<file path="config.mk">
export PLATFORM = sky130hd
export DESIGN_NAME = wdwp_watchdog
export DESIGN_NICKNAME = d
export VERILOG_FILES = /design/src/inc/wdwp_pkg.sv /design/src/design/wdwp_watchdog.sv
export VERILOG_INCLUDE_DIRS = /design/src /design/src/inc
export SDC_FILE = /design/constraint.sdc
export NUM_CORES = 1
export LEC_CHECK = 0
export ABC_CLOCK_PERIOD_IN_PS = 3800
export BUFFER_PORTS_ARGS = -buffer_cell sky130_fd_sc_hd__buf_2
export CAP_MARGIN = 10
export CORE_MARGIN = 8
export CORE_UTILIZATION = 35
export CTS_CLUSTER_SIZE = 40
export DETAILED_ROUTE_END_ITERATION = 10
export PLACE_DENSITY = 0.62
export REMOVE_ABC_BUFFERS = 1
export SLEW_MARGIN = 40
export SYNTH_ARGS = -nofsm -noshare
export SYNTH_HDL_FRONTEND = slang
export SYNTH_SLANG_ARGS = --single-unit
export TNS_END_PERCENT = 20
</file>
<file path="constraint.sdc">
create_clock -name clock -period 3.8 [get_ports clock]
set_input_delay 0.76 -clock clock [delete_from_list [all_inputs] [get_ports clock]]
set_output_delay 0.76 -clock clock [all_outputs]
set_load 0.02 [all_outputs]
</file>
<file path="src/inc/wdwp_consts.svh">
// Offsets, field positions, reset values and timing counts of the watchdog block
`ifndef WDWP_CONSTS_SVH
`define WDWP_CONSTS_SVH
`define WDWP_ADDR_CFG 8'h80
`define WDWP_ADDR_CLOSE 8'h81
`define WDWP_ADDR_OPEN 8'h82
`define WDWP_ADDR_KEY 8'h83
`define WDWP_ADDR_PROT_A 8'hF0
`define WDWP_ADDR_PROT_B 8'hF1
`define WDWP_ADDR_TADDR 8'hF9
`define WDWP_MODE_HI 7
`define WDWP_MODE_LO 6
`define WDWP_SLEEP_BIT 5
`define WDWP_DLY_HI 4
`define WDWP_DLY_LO 2
`define WDWP_WATCHDOG_SHUTDOWN_MODE_HI 1
`define WDWP_WATCHDOG_SHUTDOWN_MODE_LO 0
`define WDWP_LOCK_WDT 2
`define WDWP_KEY_RESET 8'h00
`define WDWP_PROT_RESET 8'h00
`define WDWP_PROT_MASK 8'h7F
`define WDWP_CLOCK_HZ 20000000
`define WDWP_TICK_MS 1
`define WDWP_TICK_CYCLES ((`WDWP_CLOCK_HZ / 1000) * `WDWP_TICK_MS)
`endif

</file>
<file path="src/inc/wdwp_pkg.sv">
// Types of the watchdog and write-protection block
package wdwp_pkg;
  typedef enum logic [1:0] {WDWP_OFF, WDWP_DELAY, WDWP_CLOSED, WDWP_OPENW} wdwp_phase_t;
  typedef struct packed {
    logic write;
    logic [7:0] addr;
    logic [7:0] wdata;
  } wdwp_req_t;
  typedef struct packed {
    logic [7:0] rdata;
    logic [1:0] forcedShutdownField;
    logic irqPulse;
    logic resetPulse;
    logic powerDownPulse;
  } wdwp_rsp_t;
  typedef struct packed {
    logic [7:0] cfg;
    logic [7:0] closeCode;
    logic [7:0] openCode;
    logic [7:0] key;
    logic [7:0] protA;
    logic [7:0] protB;
    logic [7:0] taddr;
    logic loaded;
    wdwp_phase_t phase;
    logic [14:0] tick;
    logic [10:0] msLeft;
    logic [2:0] periodsLeft;
    logic [1:0] stage;
    logic sleepQ1;
    logic sleepQ2;
    logic sleepPrev;
    wdwp_rsp_t rsp;
  } wdwp_state_t;
endpackage

</file>
<file path="src/design/wdwp_watchdog.sv">
// Window watchdog with sticky dual-register group write protection
`timescale 1ns/1ps
`include "wdwp_consts.svh"

// Behaviour
// - Mode 00 idle; mode 01 escalates interrupt, reset, then power-down.
// - Mode 10: first expiry resets, next expiry powers down.
// - Mode 11: every expiry powers down at once.
// - Sleep bit 0 stops watchdog in sleep; 1 keeps it running.
// - Wait 1 to 8 full periods before the first closed window.
// - Start delay on reset release, mode write, or sleep exit.
// - Power-down copies shutdown mode into the forced shutdown field.
// - Closed code steps 1 ms, then 2 ms, then 4 ms.
// - Open window uses the same code; 00h 1 ms, FFh 864 ms.
// - Eight-bit key register resets to zero; host writes it to service.
// - Configuration and windows load from memory; locked when group protected.
// - A group is protected only when set in both protection registers.
// - Protection bits reset to zero and cannot be cleared by writes.
// - Self test on leaving sequence 5 or 6 clears both protections.
// - Bit 6..0 select groups; bit 7 reserved; protected writes ignored.
// - Read-only target address from memory in bits 6 to 0.
module wdwp_watchdog #(
  parameter int TICK_CYCLES = `WDWP_TICK_CYCLES
) (
  input wire logic clock,
  input wire logic rst,
  input wire logic nvmValid,
  input wire logic [7:0] nvmConfig,
  input wire logic [7:0] nvmClosed,
  input wire logic [7:0] nvmOpen,
  input wire logic [6:0] storedTargetAddress,
  input wire wdwp_pkg::wdwp_req_t busReq,
  input wire logic sleepPin,
  input wire logic resetOutputLowRelease,
  input wire logic bistClear,
  output wdwp_pkg::wdwp_rsp_t busRsp,
  output logic [6:0] groupLocked
);
  import wdwp_pkg::*;

  wdwp_state_t s_q;
  wdwp_state_t s_d;

  ////////////////////////////////////////////////////////////////////////////
  // Window code to milliseconds
  // piecewise decode
  function automatic logic [10:0] codeToMs(input logic [7:0] code);
    logic [10:0] c;
    c = {3'b000, code};

    if (code < 8'h20)
      codeToMs = c + 11'h001;
    else if (code < 8'h40)
      codeToMs = 11'(2 * (c - 11'h01F)) + 11'h020;
    else
    // same code, 40h is 100 ms
      codeToMs = 11'(4 * (c - 11'h03F)) + 11'h060;
  endfunction

  // Period is closed plus open; 11 bits hold the 1728 ms worst case
  function automatic logic [10:0] periodMs(input logic [7:0] cl, input logic [7:0] op);
    periodMs = codeToMs(cl) + codeToMs(op);
  endfunction

  // A write that lands on the key register
  function automatic logic isKeyWrite(input wdwp_req_t req);
    isKeyWrite = req.write && (req.addr == `WDWP_ADDR_KEY);
  endfunction

  // Mode field of a configuration value
  function automatic logic [1:0] modeOf(input logic [7:0] cfg);
    modeOf = cfg[`WDWP_MODE_HI:`WDWP_MODE_LO];
  endfunction

  // Protection bits only set; reserved bit stays low
  function automatic logic [7:0] stickySet(input logic [7:0] old, input logic [7:0] wdata);
    stickySet = old | (wdata & `WDWP_PROT_MASK);
  endfunction

  // Read value of one register; unmapped reads zero
  function automatic logic [7:0] readValue(input wdwp_state_t s, input logic [7:0] addr);
    unique case (addr)
      `WDWP_ADDR_CFG: readValue = s.cfg;
      `WDWP_ADDR_CLOSE: readValue = s.closeCode;
      `WDWP_ADDR_OPEN: readValue = s.openCode;
      `WDWP_ADDR_KEY: readValue = s.key;
      `WDWP_ADDR_PROT_A: readValue = s.protA;
      `WDWP_ADDR_PROT_B: readValue = s.protB;
      `WDWP_ADDR_TADDR: readValue = s.taddr;
      default: readValue = 8'h00;
    endcase
  endfunction

  // Escalation step on one expiry: {interrupt, reset, power-down, next stage}
  function automatic logic [4:0] escalate(input logic [1:0] sel, input logic [1:0] stg);
    logic irq;
    logic rstOut;
    logic pd;
    logic [1:0] next;

    irq = 1'b0;
    rstOut = 1'b0;
    pd = 1'b0;
    next = stg;

    unique case (sel)
      2'b01:
      begin
        irq = (stg == 2'd0);
        rstOut = (stg == 2'd1);
        pd = (stg >= 2'd2);
        // Stays at power-down after the third expiry
        next = (stg >= 2'd2) ? 2'd2 : stg + 2'd1;
      end

      2'b10:
      begin
        rstOut = (stg == 2'd0);
        pd = (stg != 2'd0);
        next = 2'd1;
      end

      2'b11: pd = 1'b1;
      default: next = 2'd0;
    endcase

    escalate = {irq, rstOut, pd, next};
  endfunction

  ////////////////////////////////////////////////////////////////////////////
  // Next state
  logic groupLockWdt;
  logic wrHit;
  logic running;
  logic sleeping;
  logic tickDone;
  logic msDone;

  // Expiry and restart conditions
  logic [1:0] mode;
  logic keyWrite;
  logic keyEarly;
  logic keyInOpen;
  logic openMissed;
  logic expiry;
  logic sleepExit;
  logic restart;

  always_comb
  begin
    s_d = s_q;
    s_d.rsp.irqPulse = 1'b0;
    s_d.rsp.resetPulse = 1'b0;
    s_d.rsp.powerDownPulse = 1'b0;

    groupLocked = s_q.protA[6:0] & s_q.protB[6:0];
    groupLockWdt = groupLocked[`WDWP_LOCK_WDT];
    wrHit = busReq.write;

    // Pin crosses two flops; the second and its one-cycle-late copy are looked at
    s_d.sleepQ1 = sleepPin;
    s_d.sleepQ2 = s_q.sleepQ1;
    s_d.sleepPrev = s_q.sleepQ2;
    sleeping = s_q.sleepQ2;
    mode = modeOf(s_q.cfg);

    running = (mode != 2'b00) &&
      (!sleeping || s_q.cfg[`WDWP_SLEEP_BIT]);
    tickDone = (s_q.tick == 15'(TICK_CYCLES - 1));
    msDone = tickDone && (s_q.msLeft == 11'h001);
    keyWrite = isKeyWrite(busReq);

    // key too early, key in time, or key missing
    keyEarly = running && (s_q.phase == WDWP_CLOSED) && keyWrite;
    keyInOpen = running && (s_q.phase == WDWP_OPENW) && keyWrite;
    // A key on the last open cycle is still late
    openMissed = running && (s_q.phase == WDWP_OPENW) && msDone;
    expiry = keyEarly || openMissed;

    // sleep exit restarts only when the watchdog stopped in sleep
    sleepExit = s_q.sleepPrev && !s_q.sleepQ2 && !s_q.cfg[`WDWP_SLEEP_BIT];
    restart = resetOutputLowRelease || sleepExit;

    if (!s_q.loaded && nvmValid)
    begin
      s_d.cfg = nvmConfig;
      s_d.closeCode = nvmClosed;
      s_d.openCode = nvmOpen;
      s_d.loaded = 1'b1;
    end

    s_d.taddr = {1'b0, storedTargetAddress};

    // Millisecond time base runs only while the watchdog does
    if (!running)
      s_d.phase = WDWP_OFF;
    else
    begin
      s_d.tick = tickDone ? 15'h0000 : s_q.tick + 15'h0001;
      if (tickDone)
        s_d.msLeft = s_q.msLeft - 11'h001;
    end

    unique case (s_q.phase)
      WDWP_OFF:
        if (running)
        begin
          // delay of 1 to 8 periods
          s_d.phase = WDWP_DELAY;
          s_d.periodsLeft = s_q.cfg[`WDWP_DLY_HI:`WDWP_DLY_LO];
          s_d.tick = 15'h0000;
          s_d.msLeft = periodMs(s_q.closeCode, s_q.openCode);
        end

      WDWP_DELAY:
        if (running && msDone)
        begin
          s_d.msLeft = periodMs(s_q.closeCode, s_q.openCode);
          if (s_q.periodsLeft == 3'h0)
          begin
            s_d.phase = WDWP_CLOSED;
            s_d.msLeft = codeToMs(s_q.closeCode);
          end
          else
            s_d.periodsLeft = s_q.periodsLeft - 3'h1;
        end

      WDWP_CLOSED:
        if (running && msDone)
        begin
          s_d.phase = WDWP_OPENW;
          s_d.msLeft = codeToMs(s_q.openCode);
        end

      WDWP_OPENW:
        if (running && msDone)
        begin
          s_d.phase = WDWP_CLOSED;
          s_d.msLeft = codeToMs(s_q.closeCode);
        end
    endcase

    // key in the open window or an expiry starts a new period
    if (keyInOpen || expiry)
    begin
      s_d.phase = WDWP_CLOSED;
      s_d.tick = 15'h0000;
      s_d.msLeft = codeToMs(s_q.closeCode);
    end

    if (expiry)
      {s_d.rsp.irqPulse, s_d.rsp.resetPulse, s_d.rsp.powerDownPulse, s_d.stage} =
        escalate(mode, s_q.stage);

    if (s_d.rsp.powerDownPulse)
      s_d.rsp.forcedShutdownField = s_q.cfg[`WDWP_WATCHDOG_SHUTDOWN_MODE_HI:`WDWP_WATCHDOG_SHUTDOWN_MODE_LO];

    // reset release and sleep exit restart delay
    if (restart)
    begin
      s_d.phase = WDWP_OFF;
      s_d.stage = 2'd0;
    end
    ////////////////////////////////////////////////////////////////////////////
    // Register writes
    if (wrHit)
    begin
      unique case (busReq.addr)
        `WDWP_ADDR_CFG:
          if (!groupLockWdt)
          begin
            s_d.cfg = busReq.wdata;
            s_d.phase = WDWP_OFF;
            s_d.stage = 2'd0;
          end

        `WDWP_ADDR_CLOSE:
          if (!groupLockWdt)
            s_d.closeCode = busReq.wdata;

        `WDWP_ADDR_OPEN:
          if (!groupLockWdt)
            s_d.openCode = busReq.wdata;

        `WDWP_ADDR_KEY:
          s_d.key = busReq.wdata;

        `WDWP_ADDR_PROT_A:
          s_d.protA = stickySet(s_q.protA, busReq.wdata);

        `WDWP_ADDR_PROT_B:
          s_d.protB = stickySet(s_q.protB, busReq.wdata);

        // Address register and unmapped offsets take no write
        default:
          s_d.key = s_q.key;
      endcase
    end

    // self test clears protection, winning over a protect write
    if (bistClear)
    begin
      s_d.protA = `WDWP_PROT_RESET;
      s_d.protB = `WDWP_PROT_RESET;
    end
    ////////////////////////////////////////////////////////////////////////////
    // Read data, registered
    s_d.rsp.rdata = readValue(s_q, busReq.addr);
  end

  ////////////////////////////////////////////////////////////////////////////
  // State register
  always_ff @(posedge clock)
  begin
    if (rst)
    begin
      // Zero first, then the registers with a defined power-on value
      s_q <= '0;
      s_q.key <= `WDWP_KEY_RESET;
      s_q.protA <= `WDWP_PROT_RESET;
      s_q.protB <= `WDWP_PROT_RESET;
      s_q.phase <= WDWP_OFF;
    end
    else
      s_q <= s_d;
  end

  assign busRsp = s_q.rsp;
endmodule

</file>
Yosys cells after proc, flatten, opt, wreduce, memory -nomap -nowiden
Index checks and enable logic that the tools add are counted.
{ "totals": {"ff_bits": 106, "out_inout_bits": 20, "wordCells": 157} }
{ "classes": {"mux": 57, "n_eq_ne": 19, "n_addsub": 16, "n_reduce_logical": 33, "n_lt_le_gt_ge": 5, "n_bitwise": 5} }
{ "op_table": {"columns": ["op", "count"], "rows": [
  ["$mux 11", 16],
  ["$mux 8", 9],
  ["$eq 8x8->1 const B", 7],
  ["$pmux 8 s7", 1],
  ["$mux 48", 1],
  ["$pmux 11 s4", 1],
  ["$mux 31", 1],
  ["$mux 15", 2],
  ["$mux 2", 15],
  ["$mux 28", 1],
  ["$mux 26", 1],
  ["$mux 24", 1],
  ["$add 10x7->11 const B", 2],
  ["$add 11x11->11", 2],
  ["$add 11x7->11 const B", 2],
  ["$add 8x1->9 const B", 2],
  ["$sub 8x5->9 const B", 2],
  ["$sub 8x6->9 const B", 2],
  ["$lt 8x6->1 const B", 2],
  ["$lt 8x7->1 const B", 2],
  ["$or 8x7->8", 2],
  ["$add 15x1->15 const B", 1],
  ["$eq 15x15->1 const B", 1],
  ["$mux 14", 1],
  ["27 further kinds", 58]
]} }

Depth between registers and ports, before layout
{ "depth": {"depth_word": 15, "ltp_mapped": 18, "mapped_depth_nobuf": 16} }

Worst setup path before layout
OpenSTA, ideal clock, no wires.
{ "synth_timing": {"path_type": "flip-flop to flip-flop", "startpoint": "register s_q[85] (netlist name)", "endpoint": "register s_q[30] (netlist name)", "t_arrival_ns": 3.512, "path_slack_ns": 0.170, "path_stages_with_launch": 18, "required_time_ns": 3.681, "setup_ns": 0.119, "cell_sequence": "dfxtp_1 clkbuf_1 and3_1 a21oi_1 or2_2 ha_1 nand2_1 mux2i_1 nor2_1 xor2_1 mux2_2 ha_1 buf_1 a211o_1 a31o_1 a2111oi_2 nor3_1 o221a_1"} }
{ "synth_via": {"elab_chain_cells": 11, "word_cells_on_any_way": 21, "cone_classes": "add/sub: 7; order compare: 2; mux: 12"} }
{ "synth_rtl": {"columns": ["element", "line", "rtl"], "rows": [
  ["from (decl)", "wdwp_watchdog.sv:41", "wdwp_state_t s_q;"],
  ["$sub 8x6->9 or $sub 8x5->9 (tied branches)", "wdwp_watchdog.sv:57, wdwp_watchdog.sv:54", null],
  ["$add 11x7->11 or $add 10x7->11 (tied branches)", "wdwp_watchdog.sv:57, wdwp_watchdog.sv:54", null],
  ["$mux 11", "wdwp_watchdog.sv:53", "else if (code < 8'h40)"],
  ["$mux 11 (*)", "wdwp_watchdog.sv:51", "if (code < 8'h20)"],
  ["$mux 11", "wdwp_watchdog.sv:216", "if (running && msDone)"],
  ["$mux 11", "wdwp_watchdog.sv:204", "unique case (s_q.phase)"],
  ["$add 11x11->11", "wdwp_watchdog.sv:62", "periodMs = codeToMs(cl) + codeToMs(op);"],
  ["$mux 11", "wdwp_watchdog.sv:219", "if (s_q.periodsLeft == 3'h0)"],
  ["$mux 14", "wdwp_watchdog.sv:216", null],
  ["$pmux 11 s4 (*)", "wdwp_watchdog.sv:204", null],
  ["$mux 28 (*)", "wdwp_watchdog.sv:244", "if (keyInOpen || expiry)"]
]} }
Mark *: on every way between the ends. The rest lies on a longest branch, timed or not. The select of a mux whose other input is x is not followed.
A chain may end at the register's enable or synchronous reset.

Final worst setup path
{ "layout_timing": {"startpoint": "register s_q[86] (netlist name)", "endpoint": "register s_q[30] (netlist name)"} }
Same word-level chain as after synthesis.

==> results.sh <==
export IMPL_synth_top_family_by_area="simple AND/OR/NAND/NOR gates"
export IMPL_start_util_pct=35.4
export IMPL_root_buffer="clkbuf_16"
export IMPL_ioPinCount=74
export IMPL_place_gp_congestion=0.923
export IMPL_skew_ns=0.0134
export IMPL_p_clk_share_pct=35.6
export IMPL_hold_slack_ns=0.441
export IMPL_areaGrowthSynthToFinish_pct=14.9
export IMPL_internal_power_w=0.00182
export IMPL_hold_buffers=0
export IMPL_synth_main_ff_cell="dfxtp_1"
export IMPL_avgRoutedWirePerCell_um=17.2
export IMPL_nets=994
export IMPL_cp_cell_sequence="and3_4 -> a21oi_1 -> or2_2 -> ha_1 -> nand2_1 -> mux2i_1 -> nor2_1 -> xor2_1 -> mux2_2 -> ha_2 -> or4_4 -> a21oi_1 -> a211o_1 -> a2111oi_2 -> nor3_1 -> o221a_1"
export IMPL_drc=0
export IMPL_critPathMaxFanout=6
export IMPL_dieHeight_um=156
export IMPL_grt_pass1_wl_um=32900
export IMPL_grt_total_usage_pct=16.8
export IMPL_cpPeakStageDelay_ns=0.54
export IMPL_leakagePower_nw=3.14
export IMPL_synthDistinctLibCells=81
export IMPL_final_hold_violation_count=0
export IMPL_synth_fa_ha_area_share_pct=5.39
export IMPL_ys_ff_latch=103
export IMPL_worstPathRequired_ns=4.11
export IMPL_insertedDiodeCount=0
export IMPL_async_reset_ff_share_pct=0
export IMPL_cts_tree="done"
export IMPL_dieArea_um2=24400
export IMPL_clk_latency_ns=0.36
export IMPL_htree_levels=3
export IMPL_drt_iter0_drc=474
export IMPL_netlist_area_um2=6880
export IMPL_hpwl_um=15600
export IMPL_synth_top_area_cell="dfxtp_1"
export IMPL_cpMostUsedCell="a21oi_1"
export IMPL_synth_simple_area_share_pct=24.6
export IMPL_min_period_ns=3.59
export IMPL_via_count=6515
export IMPL_synth_edf_count=0
export IMPL_hold_class="flop to flop"
export IMPL_syn_avg_cell_area_um2=7.99
export IMPL_coreArea_um2=19400
export IMPL_cts_made_buffers=9
export IMPL_grt_pass1_vias=6265
export IMPL_ir_drop_mv=0.191
export IMPL_synth_compound_area_share_pct=22.0
export IMPL_seqPwrFrac_pct=43.5
export IMPL_fillers=2031
export IMPL_p_sw_share_pct=31.2
export IMPL_synthXorXnorAreaFrac_pct=2.68
export IMPL_synthMuxAreaShare_pct=9.54
export IMPL_start_kind="flop"
export IMPL_fin_util_pct=40.7
export IMPL_ys_warnings_count=0
export IMPL_rsz0062_at_grt="false"
export IMPL_grt_overflow_total=0
export IMPL_cts_path_max_buffers=2
export IMPL_critPathKind="flop to flop"
export IMPL_cts_sinks=103
export IMPL_worst_ep_arrival_time_ns=3.89
export IMPL_layout_drive_gt1_share_pct=20.0
export IMPL_syn_inst=860
export IMPL_max_freq_mhz=279
export IMPL_wl_um=20400
export IMPL_p_sw_w=0.000827
export IMPL_cts_clk_slew_worst_paths_ns=0.08
export IMPL_worstSetupEndpointType="flop"
export IMPL_tightest_slew_ns=0.741
export IMPL_post_cts_buffers=0
export IMPL_drtAntennaViolNets=0
export IMPL_combPwrFrac_pct=20.9
export IMPL_grt_max_degree=27
export IMPL_fp_dieW_um=156
export IMPL_status="complete, no violations"
export IMPL_synth_top_area_share_pct=30.0
export IMPL_r2r_setup_slack_ns=0.21
export IMPL_power_density_nw_per_um2=335
export IMPL_maxSlewHeadroom_pct=50.6
export IMPL_synth_area_top_cells="dfxtp_1, nor2_1, a21oi_1, ha_1, mux2i_1"
export IMPL_finalInstanceArea_um2=7900
export IMPL_setup_viol=0
export IMPL_via_per_inst=5.52
export IMPL_rows=51
export IMPL_io_buffers=73
export IMPL_drv_slew=0
export IMPL_cp_num_buf_inv=0
export IMPL_ys_seq_area_share_pct=30.0
export IMPL_timing_setup_tns_ns=0
export IMPL_cp_slowest_cell="or4_4"
export IMPL_place_area_um2=7530
export IMPL_antenna_found_initial=0
export IMPL_final_period_utilization_pct=94.4
export IMPL_max_cap_viol_count=0
export IMPL_dr_pass1_iters=5
export IMPL_crit_family="simple AND/OR/NAND/NOR gates"
-- Yosys cell counts, types with 6 or more instances --
cell type,instances
a21oi_1,72
and3_1,7
nand4_1,13
nand2b_1,11
nand3_1,21
or2_2,8
o211ai_1,7
mux2_2,12
xnor2_1,8
buf_2,7
mux4_2,8
inv_1,23
a22oi_1,14
nor3_1,18
o21ai_0,29
a21o_1,7
clkbuf_1,40
nand2_1,58
nor2b_1,18
buf_4,14
mux2i_1,34
o21bai_1,6
xor2_1,13
dfxtp_1,103
a311oi_1,6
or3_1,7
ha_1,28
and2_1,9
or4_1,7
a211oi_1,33
nor2_1,128
-- metal layers --
| layer | vias to the layer above | track usage [%] | wire length, µm | part of all wire [%] |
|---|---|---|---|---|
| met5 | - | 0 | 0 | 0 |
| met4 | 0 | 6.77 | 527 | 2.6 |
| met3 | 38 | 3.43 | 1220 | 6.0 |
| met2 | 212 | 26.0 | 9040 | 44 |
| met1 | 3050 | 22.5 | 9560 | 47 |
| li1 | 3215 | - | - | - |
-- cells in the final DEF, fill, tap and decap left out, drive strengths merged, types with 4 or more instances in the layout --
cell type / synthesis / routed
o211ai: 7 / 7
o31ai: 5 / 5
xnor2: 8 / 8
mux2: 12 / 12
a211oi: 33 / 33
nand2b: 11 / 11
or2: 9 / 9
nand2: 60 / 60
o21ai: 34 / 34
o21bai: 6 / 6
mux2i: 34 / 34
nor3: 18 / 18
nor2b: 18 / 18
or3: 7 / 7
and2: 10 / 10
nand4b: 5 / 5
xor2: 13 / 13
or4: 7 / 7
a21o: 7 / 7
dfxtp: 103 / 103
a311oi: 6 / 6
a21oi: 75 / 75
ha: 28 / 28
nand3: 22 / 22
mux4: 8 / 8
inv: 23 / 27
clkbuf: 40 / 10
a31oi: 5 / 5
nand4: 14 / 14
and3: 7 / 7
a22oi: 14 / 14
nor4: 7 / 7
buf: 24 / 104
nor2: 128 / 128
or4b: 4 / 4
-- power groups by stage --
stage / Clock [W] / Combinational (W) / Sequential [W]
2_1_floorplan: 0 / 0.000352 / 0.00117
3_3_place_gp: 0 / 0.000541 / 0.00118
3_5_place_dp: 0 / 0.000543 / 0.00118
4_1_cts: 0.000968 / 0.000547 / 0.00115
5_1_grt: 0.00101 / 0.000614 / 0.00116
6_report: 0.000944 / 0.000554 / 0.00115
-- through the flow --
stage	total power, W	worst slack (ns)	instances
2_1_floorplan	0.00152	0.247	796
3_3_place_gp	0.00172	0.153	1164
3_5_place_dp	0.00172	0.0940	1165
4_1_cts	0.00267	0.0995	1181
5_1_grt	0.00278	0.00631	1181
6_report	0.00265	0.214	1181
-- cell type report --
class	instances	area (µm²)	share of cell area (%)
sequential	103	2070	26.2
inverter	25	93.8	1.19
clock inverter	6	60.1	0.760
clock buffer	10	239	3.02
timing repair buffer	104	606	7.66
multi-input combinational	668	4500	57.0
tap	265	332	4.20
-- kinds of logic (layout without fill, tap and decap cells) --
group / count (synthesis) / count (layout)
buf+inv: 89 / 145
xor+xnor: 21 / 21
flops: 103 / 103
compound gates: 226 / 226
simple gates: 338 / 338
mux: 54 / 54
fa+ha+maj: 29 / 29
-- worst paths after layout --
kind / start / end / cells past startpoint
worst max-delay path: s_q[86]$_SDFF_PP0_ / s_q[30]$_SDFF_PP0_ / 16
worst min register to register: s_q[56]$_SDFF_PP0_ / busRsp[11]$_SDFF_PP0_ / 2
worst max register to register: s_q[86]$_SDFF_PP0_ / s_q[30]$_SDFF_PP0_ / 16
worst min-delay path: s_q[56]$_SDFF_PP0_ / busRsp[11]$_SDFF_PP0_ / 2
-- what timing repair did --
action	in CTS	in global routing
endpoints found under the hold margin	0	0
setup endpoints to repair	0	3
gates resized for setup	0	16
-- worst register-to-register path: stages, from the launching register on --
cell	delay (ns)
dfxtp_4	0.38
and3_4	0.21
a21oi_1	0.06
or2_2	0.33
ha_1	0.22
nand2_1	0.07
mux2i_1	0.10
nor2_1	0.13
xor2_1	0.22
mux2_2	0.37
ha_2	0.21
or4_4	0.54
a21oi_1	0.14
a211o_1	0.15
a2111oi_2	0.05
nor3_1	0.18
o221a_1	0.19
No activity file was read; power rests on OpenSTA's default activity.
